`src/verilog/dsos_consts.svh`:
```
// Constants for the drive status output selector
`ifndef DSOS_CONSTS_SVH
`define DSOS_CONSTS_SVH

`define DSOS_CLK_HZ        25000000
`define DSOS_ADR_W         8

`define DSOS_OFF_SEL       8'h00
`define DSOS_OFF_ZERO_SPD  8'h04
`define DSOS_OFF_SPD_BAND  8'h08
`define DSOS_OFF_SPD_REACH 8'h0C
`define DSOS_OFF_HI_CUR    8'h10
`define DSOS_OFF_LO_CUR    8'h14
`define DSOS_OFF_POS_TOL   8'h18
`define DSOS_OFF_PERR_LIM  8'h1C
`define DSOS_OFF_NET       8'h20
`define DSOS_OFF_STATUS    8'h24
`define DSOS_OFF_COND      8'h28

`define DSOS_SEL_W         5
`define DSOS_SEL0_LSB      0
`define DSOS_SEL1_LSB      8
`define DSOS_SEL2_LSB      16
`define DSOS_SEL3_LSB      24

`define DSOS_SEL0_RST      5'h01
`define DSOS_SEL1_RST      5'h08
`define DSOS_SEL2_RST      5'h09
`define DSOS_SEL3_RST      5'h11

`define DSOS_ZERO_SPD_RST  16'h00B4
`define DSOS_SPD_BAND_RST  16'h003C
`define DSOS_SPD_REACH_RST 16'h0708
`define DSOS_HI_CUR_RST    16'h05DC
`define DSOS_LO_CUR_RST    16'h01F4
`define DSOS_POS_TOL_RST   16'h0000
`define DSOS_PERR_LIM_RST  16'h0000
`define DSOS_OVL_FULL      16'h0064

`define DSOS_CLOSE_MS      20
`define DSOS_OPEN_MS       20

`endif

```
`src/verilog/dsos_pkg.sv`:
```
// Types for the drive status output selector
package dsos_pkg;
    typedef enum logic [1:0] {
        CT_OPEN,
        CT_CLOSING,
        CT_CLOSED,
        CT_OPENING
    } dsos_cont_e;
endpackage

```
`src/verilog/dsos_top.sv`:
```
// Drive status output selector with classic Wishbone register slave
// Behaviour
// RULE1: Four outputs, two digital two relay, own 5-bit selector, defaults 1,8,9,17.
// RULE2: Code 0 active while drive on and forward or reverse command present.
// RULE3: Code 1 active after soft start, drive enabled, no fault.
// RULE4: Code 2 ready and producing PWM (V/Hz) or flux present (vector).
// RULE5: Code 3 stop command present and motor stopped or coasting.
// RULE6: Code 4 active during jog mode.
// RULE7: Codes 5, 6, 7 accelerating, constant speed, decelerating.
// RULE8: Code 8 motor speed magnitude below zero-speed threshold.
// RULE9: Code 9 speed within band around speed reference.
// RULE10: Code 10 speed at or above speed-reached threshold.
// RULE11: Code 11 current above high threshold; code 12 below low threshold.
// RULE12: Code 13 remaining overload capacity below 100 percent.
// RULE13: Code 14 active under local keypad control.
// RULE14: Code 15 follows dynamic brake transistor.
// RULE15: Code 16 current foldback, only in V/Hz mode.
// RULE16: Code 17 tripping fault; code 18 non-tripping alarm.
// RULE17: Codes 19, 20 run commands; 21, 22 actual motor direction.
// RULE18: Code 23 absolute process error above process error limit.
// RULE19: Codes 24, 27, 28 driven by network, sequencer, clock module.
// RULE20: Code 25 at position and near zero speed; code 26 otherwise.
// RULE21: Code 29 bus up and no fault.
// RULE22: Code 30 trickle current heating active.
// RULE23: Code 31 contactor sequenced with delays around power stage.
// RULE24: Every output re-evaluated each cycle from its selected condition.
`include "dsos_consts.svh"
`timescale 1ns/100ps
`default_nettype none

module dsos_top #(
    parameter int DW        = 16,
    parameter int CLOSE_CYC = `DSOS_CLOSE_MS * (`DSOS_CLK_HZ / 1000),
    parameter int OPEN_CYC  = `DSOS_OPEN_MS * (`DSOS_CLK_HZ / 1000)
) (
    // Clock and reset
    input  wire logic                  clk_i,
    input  wire logic                  rst_i,
    // Wishbone slave
    input  wire logic                  cyc_i,
    input  wire logic                  stb_i,
    input  wire logic                  we_i,
    input  wire logic [`DSOS_ADR_W-1:0] adr_i,
    input  wire logic [3:0]            sel_i,
    input  wire logic [31:0]           dat_i,
    output logic      [31:0]           dat_o,
    output logic                       ack_o,
    // Drive state flags
    input  wire logic                  drive_on_i,
    input  wire logic                  fwd_cmd_i,
    input  wire logic                  rev_cmd_i,
    input  wire logic                  soft_start_done_i,
    input  wire logic                  enabled_i,
    input  wire logic                  fault_i,
    input  wire logic                  alarm_i,
    input  wire logic                  vector_mode_i,
    input  wire logic                  pwm_active_i,
    input  wire logic                  flux_present_i,
    input  wire logic                  stop_cmd_i,
    input  wire logic                  motor_stopped_i,
    input  wire logic                  coasting_i,
    input  wire logic                  jog_i,
    input  wire logic                  accel_i,
    input  wire logic                  const_spd_i,
    input  wire logic                  decel_i,
    input  wire logic                  keypad_i,
    input  wire logic                  dyn_brake_i,
    input  wire logic                  foldback_i,
    input  wire logic                  bus_up_i,
    input  wire logic                  heater_i,
    input  wire logic                  run_req_i,
    // Drive quantities
    input  wire logic signed [DW-1:0]  motor_speed_i,
    input  wire logic signed [DW-1:0]  speed_ref_i,
    input  wire logic        [DW-1:0]  motor_current_i,
    input  wire logic        [DW-1:0]  overload_left_i,
    input  wire logic signed [DW-1:0]  process_error_i,
    input  wire logic signed [DW-1:0]  position_error_i,
    // External output sources
    input  wire logic [3:0]            plc_i,
    input  wire logic [3:0]            rtc_i,
    // Status outputs
    output logic                       dig_out1_o,
    output logic                       dig_out2_o,
    output logic                       relay_out1_o,
    output logic                       relay_out2_o,
    output logic                       pwm_enable_o
);

    function automatic logic [DW-1:0] mag(input logic signed [DW-1:0] v);
        mag = v[DW-1] ? DW'(-v) : DW'(v);
    endfunction

    function automatic logic [31:0] merge(input logic [31:0] old, input logic [31:0] nw,
                                          input logic [3:0] be);
        for (int b = 0; b < 4; b++) begin
            merge[b*8 +: 8] = be[b] ? nw[b*8 +: 8] : old[b*8 +: 8];
        end
    endfunction

    // Register state
    logic [`DSOS_SEL_W-1:0] sel_reg [4];
    logic [`DSOS_SEL_W-1:0] sel_next [4];
    logic [DW-1:0]          zero_speed_threshold_reg;
    logic [DW-1:0]          speed_window_band_reg;
    logic [DW-1:0]          speed_reached_threshold_reg;
    logic [DW-1:0]          high_current_threshold_reg;
    logic [DW-1:0]          low_current_threshold_reg;
    logic [DW-1:0]          position_tolerance_reg;
    logic [DW-1:0]          process_error_limit_reg;
    logic [3:0]             net_reg;
    logic [3:0]             out_reg;
    logic                   ack_reg;
    logic [31:0]            dat_reg;
    logic                   contactor_reg;
    logic                   pwm_en_reg;
    logic [31:0]            cnt_reg;
    dsos_pkg::dsos_cont_e   ct_reg;
    dsos_pkg::dsos_cont_e   ct_next;

    // Bus decode
    wire        req    = cyc_i && stb_i && !ack_reg;
    wire        wr     = cyc_i && stb_i && we_i && ack_reg;
    wire        w_sel  = wr && (adr_i == `DSOS_OFF_SEL);
    wire        w_zero = wr && (adr_i == `DSOS_OFF_ZERO_SPD);
    wire        w_band = wr && (adr_i == `DSOS_OFF_SPD_BAND);
    wire        w_rch  = wr && (adr_i == `DSOS_OFF_SPD_REACH);
    wire        w_hi   = wr && (adr_i == `DSOS_OFF_HI_CUR);
    wire        w_lo   = wr && (adr_i == `DSOS_OFF_LO_CUR);
    wire        w_pos  = wr && (adr_i == `DSOS_OFF_POS_TOL);
    wire        w_perr = wr && (adr_i == `DSOS_OFF_PERR_LIM);
    wire        w_net  = wr && (adr_i == `DSOS_OFF_NET);

    wire [31:0] sel_word = {3'h0, sel_reg[3], 3'h0, sel_reg[2], 3'h0, sel_reg[1], 3'h0, sel_reg[0]};
    wire [31:0] sel_wm   = merge(sel_word, dat_i, sel_i);
    wire [31:0] stat_word = {25'h0, pwm_en_reg, 2'(ct_reg), out_reg};

    // Condition vector
    wire [DW-1:0] spd_mag  = mag(motor_speed_i);
    wire [DW-1:0] spd_diff = mag(DW'(motor_speed_i - speed_ref_i));
    wire          drv_ready = soft_start_done_i && enabled_i && !fault_i;
    wire          at_pos   = (mag(position_error_i) <= position_tolerance_reg)
                          && (spd_mag <= zero_speed_threshold_reg);
    logic [31:0]  cond_vec;
    assign cond_vec[0]  = drive_on_i && (fwd_cmd_i || rev_cmd_i); // RULE2
    assign cond_vec[1]  = drv_ready; // RULE3
    assign cond_vec[2]  = drv_ready && (vector_mode_i ? flux_present_i : pwm_active_i); // RULE4
    assign cond_vec[3]  = stop_cmd_i && (motor_stopped_i || coasting_i); // RULE5
    assign cond_vec[4]  = jog_i; // RULE6
    assign cond_vec[5]  = accel_i; // RULE7
    assign cond_vec[6]  = const_spd_i; // RULE7
    assign cond_vec[7]  = decel_i; // RULE7
    assign cond_vec[8]  = spd_mag < zero_speed_threshold_reg; // RULE8
    assign cond_vec[9]  = spd_diff < speed_window_band_reg; // RULE9
    assign cond_vec[10] = spd_mag >= speed_reached_threshold_reg; // RULE10
    assign cond_vec[11] = motor_current_i > high_current_threshold_reg; // RULE11
    assign cond_vec[12] = motor_current_i < low_current_threshold_reg; // RULE11
    assign cond_vec[13] = overload_left_i < DW'(`DSOS_OVL_FULL); // RULE12
    assign cond_vec[14] = keypad_i; // RULE13
    assign cond_vec[15] = dyn_brake_i; // RULE14
    assign cond_vec[16] = foldback_i && !vector_mode_i; // RULE15
    assign cond_vec[17] = fault_i; // RULE16
    assign cond_vec[18] = alarm_i; // RULE16
    assign cond_vec[19] = fwd_cmd_i; // RULE17
    assign cond_vec[20] = rev_cmd_i; // RULE17
    assign cond_vec[21] = !motor_speed_i[DW-1] && (motor_speed_i != '0); // RULE17
    assign cond_vec[22] = motor_speed_i[DW-1]; // RULE17
    assign cond_vec[23] = mag(process_error_i) > process_error_limit_reg; // RULE18
    assign cond_vec[24] = 1'b0;
    assign cond_vec[25] = at_pos; // RULE20
    assign cond_vec[26] = !at_pos; // RULE20
    assign cond_vec[27] = 1'b0;
    assign cond_vec[28] = 1'b0;
    assign cond_vec[29] = bus_up_i && !fault_i; // RULE21
    assign cond_vec[30] = heater_i; // RULE22
    assign cond_vec[31] = contactor_reg; // RULE23

    // Per-output pick, external sources are per output
    logic [3:0] pick;
    always_comb begin
        for (int k = 0; k < 4; k++) begin
            unique case (sel_reg[k])
                5'h18:   pick[k] = net_reg[k]; // RULE19
                5'h1B:   pick[k] = plc_i[k]; // RULE19
                5'h1C:   pick[k] = rtc_i[k]; // RULE19
                default: pick[k] = cond_vec[sel_reg[k]];
            endcase
        end
    end

    always_comb begin
        for (int k = 0; k < 4; k++) begin
            sel_next[k] = w_sel ? sel_wm[k*8 +: `DSOS_SEL_W] : sel_reg[k];
        end
    end

    // Read mux
    logic [31:0] rd_data;
    always_comb begin
        unique case (adr_i)
            `DSOS_OFF_SEL:       rd_data = sel_word;
            `DSOS_OFF_ZERO_SPD:  rd_data = 32'(zero_speed_threshold_reg);
            `DSOS_OFF_SPD_BAND:  rd_data = 32'(speed_window_band_reg);
            `DSOS_OFF_SPD_REACH: rd_data = 32'(speed_reached_threshold_reg);
            `DSOS_OFF_HI_CUR:    rd_data = 32'(high_current_threshold_reg);
            `DSOS_OFF_LO_CUR:    rd_data = 32'(low_current_threshold_reg);
            `DSOS_OFF_POS_TOL:   rd_data = 32'(position_tolerance_reg);
            `DSOS_OFF_PERR_LIM:  rd_data = 32'(process_error_limit_reg);
            `DSOS_OFF_NET:       rd_data = {28'h0, net_reg};
            `DSOS_OFF_STATUS:    rd_data = stat_word;
            `DSOS_OFF_COND:      rd_data = cond_vec;
            default:             rd_data = 32'h0;
        endcase
    end

    // Contactor sequencer
    wire cnt_done = (cnt_reg == 32'h0);
    always_comb begin
        ct_next = ct_reg;
        unique case (ct_reg)
            dsos_pkg::CT_OPEN:    if (run_req_i && !fault_i) ct_next = dsos_pkg::CT_CLOSING;
            dsos_pkg::CT_CLOSING: if (!run_req_i || fault_i) ct_next = dsos_pkg::CT_OPENING;
                                  else if (cnt_done) ct_next = dsos_pkg::CT_CLOSED;
            dsos_pkg::CT_CLOSED:  if (!run_req_i || fault_i) ct_next = dsos_pkg::CT_OPENING;
            dsos_pkg::CT_OPENING: if (cnt_done) ct_next = dsos_pkg::CT_OPEN;
        endcase
    end
    wire        ct_chg   = (ct_next != ct_reg);
    wire [31:0] cnt_load = (ct_next == dsos_pkg::CT_CLOSING) ? 32'(CLOSE_CYC - 1) : 32'(OPEN_CYC - 1);
    wire [31:0] cnt_next = ct_chg ? cnt_load : (cnt_done ? cnt_reg : cnt_reg - 32'h1);

    always_ff @(posedge clk_i) begin
        if (rst_i) begin
            ct_reg        <= dsos_pkg::CT_OPEN;
            cnt_reg       <= 32'h0;
            contactor_reg <= 1'b0;
            pwm_en_reg    <= 1'b0;
        end else begin
            ct_reg        <= ct_next; // RULE23
            cnt_reg       <= cnt_next;
            contactor_reg <= (ct_next != dsos_pkg::CT_OPEN); // RULE23
            pwm_en_reg    <= (ct_next == dsos_pkg::CT_CLOSED); // RULE23
        end
    end

    always_ff @(posedge clk_i) begin
        if (rst_i) begin
            sel_reg[0] <= `DSOS_SEL0_RST; // RULE1
            sel_reg[1] <= `DSOS_SEL1_RST; // RULE1
            sel_reg[2] <= `DSOS_SEL2_RST; // RULE1
            sel_reg[3] <= `DSOS_SEL3_RST; // RULE1
            out_reg    <= 4'h0;
        end else begin
            sel_reg    <= sel_next;
            out_reg    <= pick; // RULE24
        end
    end

    always_ff @(posedge clk_i) begin
        if (rst_i) begin
            zero_speed_threshold_reg    <= `DSOS_ZERO_SPD_RST;
            speed_window_band_reg       <= `DSOS_SPD_BAND_RST;
            speed_reached_threshold_reg <= `DSOS_SPD_REACH_RST;
            high_current_threshold_reg  <= `DSOS_HI_CUR_RST;
            low_current_threshold_reg   <= `DSOS_LO_CUR_RST;
            position_tolerance_reg      <= `DSOS_POS_TOL_RST;
            process_error_limit_reg     <= `DSOS_PERR_LIM_RST;
            net_reg                     <= 4'h0;
        end else begin
            if (w_zero) zero_speed_threshold_reg    <= DW'(merge(32'(zero_speed_threshold_reg), dat_i, sel_i));
            if (w_band) speed_window_band_reg       <= DW'(merge(32'(speed_window_band_reg), dat_i, sel_i));
            if (w_rch)  speed_reached_threshold_reg <= DW'(merge(32'(speed_reached_threshold_reg), dat_i, sel_i));
            if (w_hi)   high_current_threshold_reg  <= DW'(merge(32'(high_current_threshold_reg), dat_i, sel_i));
            if (w_lo)   low_current_threshold_reg   <= DW'(merge(32'(low_current_threshold_reg), dat_i, sel_i));
            if (w_pos)  position_tolerance_reg      <= DW'(merge(32'(position_tolerance_reg), dat_i, sel_i));
            if (w_perr) process_error_limit_reg     <= DW'(merge(32'(process_error_limit_reg), dat_i, sel_i));
            if (w_net && sel_i[0]) net_reg          <= dat_i[3:0]; // RULE19
        end
    end

    always_ff @(posedge clk_i) begin
        if (rst_i) begin
            ack_reg <= 1'b0;
            dat_reg <= 32'h0;
        end else begin
            ack_reg <= req;
            dat_reg <= (req && !we_i) ? rd_data : 32'h0;
        end
    end

    assign ack_o        = ack_reg;
    assign dat_o        = dat_reg;
    assign dig_out1_o   = out_reg[0];
    assign dig_out2_o   = out_reg[1];
    assign relay_out1_o = out_reg[2];
    assign relay_out2_o = out_reg[3];
    assign pwm_enable_o = pwm_en_reg;
endmodule

`default_nettype wire

```
`config.mk`:
```
export PLATFORM = sky130hd
export DESIGN_NAME = dsos_top
export DESIGN_NICKNAME = d
export VERILOG_FILES = /design/src/verilog/dsos_pkg.sv /design/src/verilog/dsos_top.sv
export VERILOG_INCLUDE_DIRS = /design/src /design/src/verilog
export SDC_FILE = /design/constraint.sdc
export NUM_CORES = 1
export LEC_CHECK = 0
export BUFFER_PORTS_ARGS = -buffer_cell sky130_fd_sc_hd__buf_4
export CORE_MARGIN = 3
export CORE_UTILIZATION = 45
export CTS_CLUSTER_DIAMETER = 120
export DETAILED_ROUTE_END_ITERATION = 10
export PLACE_DENSITY = 0.65
export SLEW_MARGIN = 20
export SYNTH_ARGS = -nofsm -noshare
export SYNTH_HDL_FRONTEND = slang
export SYNTH_SLANG_ARGS = --single-unit
```
`constraint.sdc`:
```
create_clock -name clk_i -period 6.45 [get_ports clk_i]
set_input_delay 1.29 -clock clk_i [delete_from_list [all_inputs] [get_ports clk_i]]
set_output_delay 1.29 -clock clk_i [all_outputs]
set_load 0.05 [all_outputs]
```
Yosys cells after proc, flatten, opt, wreduce, memory -nomap -nowiden
Cells that the tools add are included.
- bits in registers: 209
- output and inout port bits: 38
- word-level logic and storage cells: 161
- input port bits: 176
- reduce and logical (&&, ||, !) cells: 60
- $add $sub $neg: 6
- bitwise operators: 1
- magnitude comparators: 13
- eq/ne operators: 28
- multiplexer cells: 26
- operators by type and width (cell ; number):
    $pmux W32 S11 ; 1
    $mux W16 ; 4
    $neg A16 Y16 ; 4
    $eq A5 B5 Y1 const B ; 12
    $lt A16 B16 Y1 ; 3
    $mux W19 ; 2
    $reduce_and A2 Y1 ; 18
    $eq A8 B5 Y1 const B ; 4
    $gt A16 B16 Y1 ; 2
    $le A16 B16 Y1 ; 2
    $logic_not A32 Y1 ; 1
    $sub A32 B1 Y32 const B ; 1
    $logic_and A1 B1 Y1 ; 25
    $eq A8 B6 Y1 const B ; 3
    $lt A5 B6 Y1 const B ; 4
    $bmux W1 S5 ; 4
    $eq A8 B4 Y1 const B ; 2
    $ge A16 B16 Y1 ; 1
    $lt A16 B7 Y1 const B ; 1
    $reduce_bool A16 Y1 ; 1
    $sub A16 B16 Y16 ; 1
    $pmux W1 S3 ; 4
    $mux W2 ; 5
    $eq A8 B3 Y1 const B ; 1
    13 further kinds ; 28

Logic depth before layout (Yosys ltp)
- depth after elaboration: 8
- gate-level depth with buffers: 21
- gate-level depth less buffers: 21

Worst setup path before layout
Ideal clock, no wire load.
- path type: input to register
- start point: input motor_speed_i[0]
- end point: register out_reg[0]
- library setup time: 0.086 ns
- stages on the path: 20
- path buffers: 0
- arrival: 5.509 ns
- path slack: 0.856 ns
- required time: 6.364 ns
- cell sequence: inv_1 ha_1 inv_1 fa_1 a211oi_1 nor2_1 or3_1 a41oi_2 xnor2_1 or4_4 or4_1 nor3_2 ha_1 and4_1 a21oi_1 nand2_1 a31oi_1 mux2i_1 o211a_1 a211oi_1
- cells in the longest elaborated chain, start to end: 8
- elaborated cells between the ends (all ways): 16
- classes of those cells: add/sub: 3; order compare: 4; mux: 5; reduce/logical: 4
- ends and longest elaborated chain (item ; RTL line ; source):
    start, declared ; dsos_top.sv:73 ; input wire logic signed [DW-1:0] motor_speed_i,
    parallel branches: the longest is 5 deep, another holds $sub A16 B16 Y16 ; - ;
    $bmux W1 S5 * ; dsos_top.sv:186 ; default: pick[k] = cond_vec[sel_reg[k]];
    $mux W1 (implied by the code) * ; dsos_top.sv:186 ;
    $pmux W1 S3 * ; dsos_top.sv:182 ; unique case (sel_reg[k])
    end signal, assigned ; dsos_top.sv:255 ; out_reg <= pick;
    end, declared ; dsos_top.sv:112 ; logic [3:0] out_reg;
Mark *: on every way between the ends. The select of a mux whose other input is x is not followed.
A chain may end at the register's enable or synchronous reset.

Worst setup path in the final report
- start point: input motor_speed_i[0]
- end point: register out_reg[2]
Same word-level chain as after synthesis.

==> summary.txt <==
Status: finished clean
Worst-Margin Slew: 1140 ps
Clk slew on worst S/H paths: 60 ps
DRT iter0 DRCs: 1,433
Chip height: 185 um
Reg power frac: 37.7%
Fmax: 174 MHz
Worst Setup End Kind: register
Worst Path Max Fanout: 5
Crit share post-route: 88.9%
Final RePlAce weighted congestion: 0.937
Vias in the first global route: 13.4k
Rows: 64
Critical path class: in -> reg
FF+latch count, synth: 209
Post-Syn Area: 0.0143 mm^2
Ant. Diodes: 0
Routed wl met2: 23,200 um
Cell variety after synth: 74
Combinational share of power: 22.6%
Setup violators final: 0
Mapped Nets: 2,169
RSZ-0062 raised after global routing: false
Post-CTS repair timing setup buffer count: 0
Leakage power: 6.67 nW
Number of synthesis warnings: 0
TritonRoute pass-1 iters: 6
Period minus WS final: 5740 ps
Async SR Flop Fraction: 0%
Psw: 1.07 mW
CTS tree: built
Setup TNS Final: 0 ps
Share of layout cells above drive strength 1: 14.5%
Most used DFF post-synth: dfxtp_1
CTS Hold Buffers Added: 0
Peak supply drop: 209 uV
Sequential fraction of the synthesis area: 29.2%
Final Hold Fails: 0
Synth-to-layout area growth: 18.3%
Cts bufs inserted: 25
Worst hold path class: reg -> reg
Cell Int Power: 2.57 mW
Bufs on Longest Clock Path: 3
DIE WIDTH: 185 um
Max Clock Skew: 19.9 ps
Routed Antenna Nets: 0
Post-CTS Resized: 0
Setup Slack @ Placement: 234 ps
Startpoint Class: input port
Largest net degree at the start of global routing: 88
Vias: 14.5k
CORE AREA: 0.0310 mm^2
Final WS setup: 714 ps
I/O Pins: 214
Synth Instances: 1,862
Total track usage: 27.8%
Nets@finish: 2,317
Sink Count: 209
Syn_area_per_cell: 7.70 um^2
EDFF count, synth: 0
H-tree Lvls: 1
Switch share: 29.4%
Slew Limit Fails: 0
Port Buffer Count: 205
Wire length on met1: 20,200 um
Starting density of the core: 46.3%
DR top layer: met4
DR vias/cell: 5.99
WP data arrival: 6180 ps
Root Driver: clkbuf_16
Initial antenna violation count: 0
Drt total wl: 49,700 um
Clock Latency Late Sink: 540 ps
Detail Placement HPWL: 37,700 um
Drt drc: 0
Max-cap violations: 0
Rel. slew slack: 24.2%
WL met3: 4010 um
Die ar.: 0.0341 mm^2
Final core utilization: 54.8%
Clock Power Share: 39.7%
Worst Path Required: 6890 ps
Total grt overflow: 0
First-pass GRT wire length: 74,500 um
Routed wire per std cell: 20.5 um
PD cells: 214 mW/mm^2
==> synthesized netlist by cell type (all sizes together) (13+ instances only) <==
master | n | area (um^2)
nand2 | 280 | 1050
dfxtp | 209 | 4180
a21oi | 177 | 886
inv | 149 | 559
ha | 130 | 1630
nor2 | 103 | 387
clkbuf | 96 | 367
nand3 | 82 | 410
xnor2 | 77 | 674
o21ai | 62 | 310
a22oi | 49 | 368
nor3 | 40 | 205
nand3b | 30 | 225
nor2b | 27 | 169
nand4 | 25 | 156
a21o | 24 | 180
a31oi | 22 | 138
mux2i | 19 | 190
a221oi | 16 | 140
nand2b | 16 | 100
nor4 | 14 | 87.6
a211oi | 13 | 97.6
o31ai | 13 | 103
xor2 | 13 | 114
==> worst paths after layout <==
kind	from	endpoint	slack [ps]	depth (start not counted)
worst min register to register	cnt_reg[19]	cnt_reg[19]	460	2
worst max register to register	cnt_reg[3]	cnt_reg[20]	3010	8
worst max-delay path	motor_speed_i[0]	out_reg[2]	710	22
worst min-delay path	cnt_reg[19]	cnt_reg[19]	460	2
==> cell usage in the layout (no fill, tap or decap), types with 7 or more instances in the layout <==
cell	count
a222oi_1	7
xor2_1	13
nor3b_1	9
mux4_2	12
a211oi_1	13
dfxtp_1	209
and3_1	10
a21o_1	24
a22oi_1	49
o21ai_0	52
nor2b_1	27
xnor2_1	77
nand4_1	25
a2111oi_0	8
a22o_1	12
clkbuf_16	25
or4_1	9
nor4_1	14
o31ai_1	12
nor2_1	96
and2_1	12
nor3_1	39
a31oi_1	22
nand3b_1	30
buf_4	221
nor2_2	7
a21oi_1	177
ha_1	130
o21ai_1	9
a211o_1	9
nand3_1	82
a221oi_1	16
nand2_1	280
inv_1	149
mux2i_1	19
or3_1	9
o41ai_1	9
nand2b_1	16
==> worst max-delay path, cell delays in order <==
cell	delay [ps]
buf_4	110
inv_1	160
ha_1	200
inv_1	50
fa_1	410
a211oi_1	300
nor2_1	140
o31ai_2	250
xor2_1	250
nand3b_1	150
or4_4	570
or4_1	500
nor3_2	140
ha_1	270
and4_1	220
a21oi_1	150
nand2_1	70
a31oi_1	200
buf_4	200
mux2i_1	80
o211a_1	280
a211oi_1	170
==> cell families after synthesis <==
| logic type | after synthesis | synth area share, % |
|---|---|---|
| compound gates | 464 | 21.0 |
| xor+xnor | 90 | 5.49 |
| fa+ha+maj | 131 | 11.5 |
| buf+inv | 249 | 6.56 |
| flops | 209 | 29.2 |
| mux | 31 | 3.21 |
| simple gates | 688 | 23.1 |
==> metrics by stage <==
stage               power (mW)  instance area, um^2  std cells  hold WS [ps]
detailed placement        2.21                16100       2379           454
finish                    3.64                17000       2422           460
global route              3.79                17000       2422           474
CTS                       3.64                17000       2422           463
global placement          2.19                16100       2379           450
floorplan                 1.93                14300       1862           442
==> power by group through the flow <==
stage | sequential, mW | combinational (mW) | clock, mW
after CTS | 1.37 | 0.818 | 1.46
after detailed placement | 1.40 | 0.813 | 0
after floorplan | 1.40 | 0.534 | 0
after global placement | 1.40 | 0.791 | 0
final | 1.37 | 0.822 | 1.45
after global routing | 1.37 | 0.914 | 1.51
==> layout make-up <==
| type | instances | area, um^2 |
|---|---|---|
| clock buffers | 32 | 692 |
| clock inverters | 11 | 139 |
| fillers | 2997 | 14000 |
| inverters | 149 | 559 |
| multi-input cells | 1404 | 9240 |
| flip-flops and latches | 209 | 4180 |
| well taps | 396 | 495 |
| repair buffers | 221 | 1660 |
==> per-layer routing <==
layer	up-vias	global-route usage, %
met4	0	11.8
met2	614	47.0
met3	119	4.05
met5	-	0
met1	6858	35.5
li1	6928	-
No activity file was read; power rests on OpenSTA's default activity.
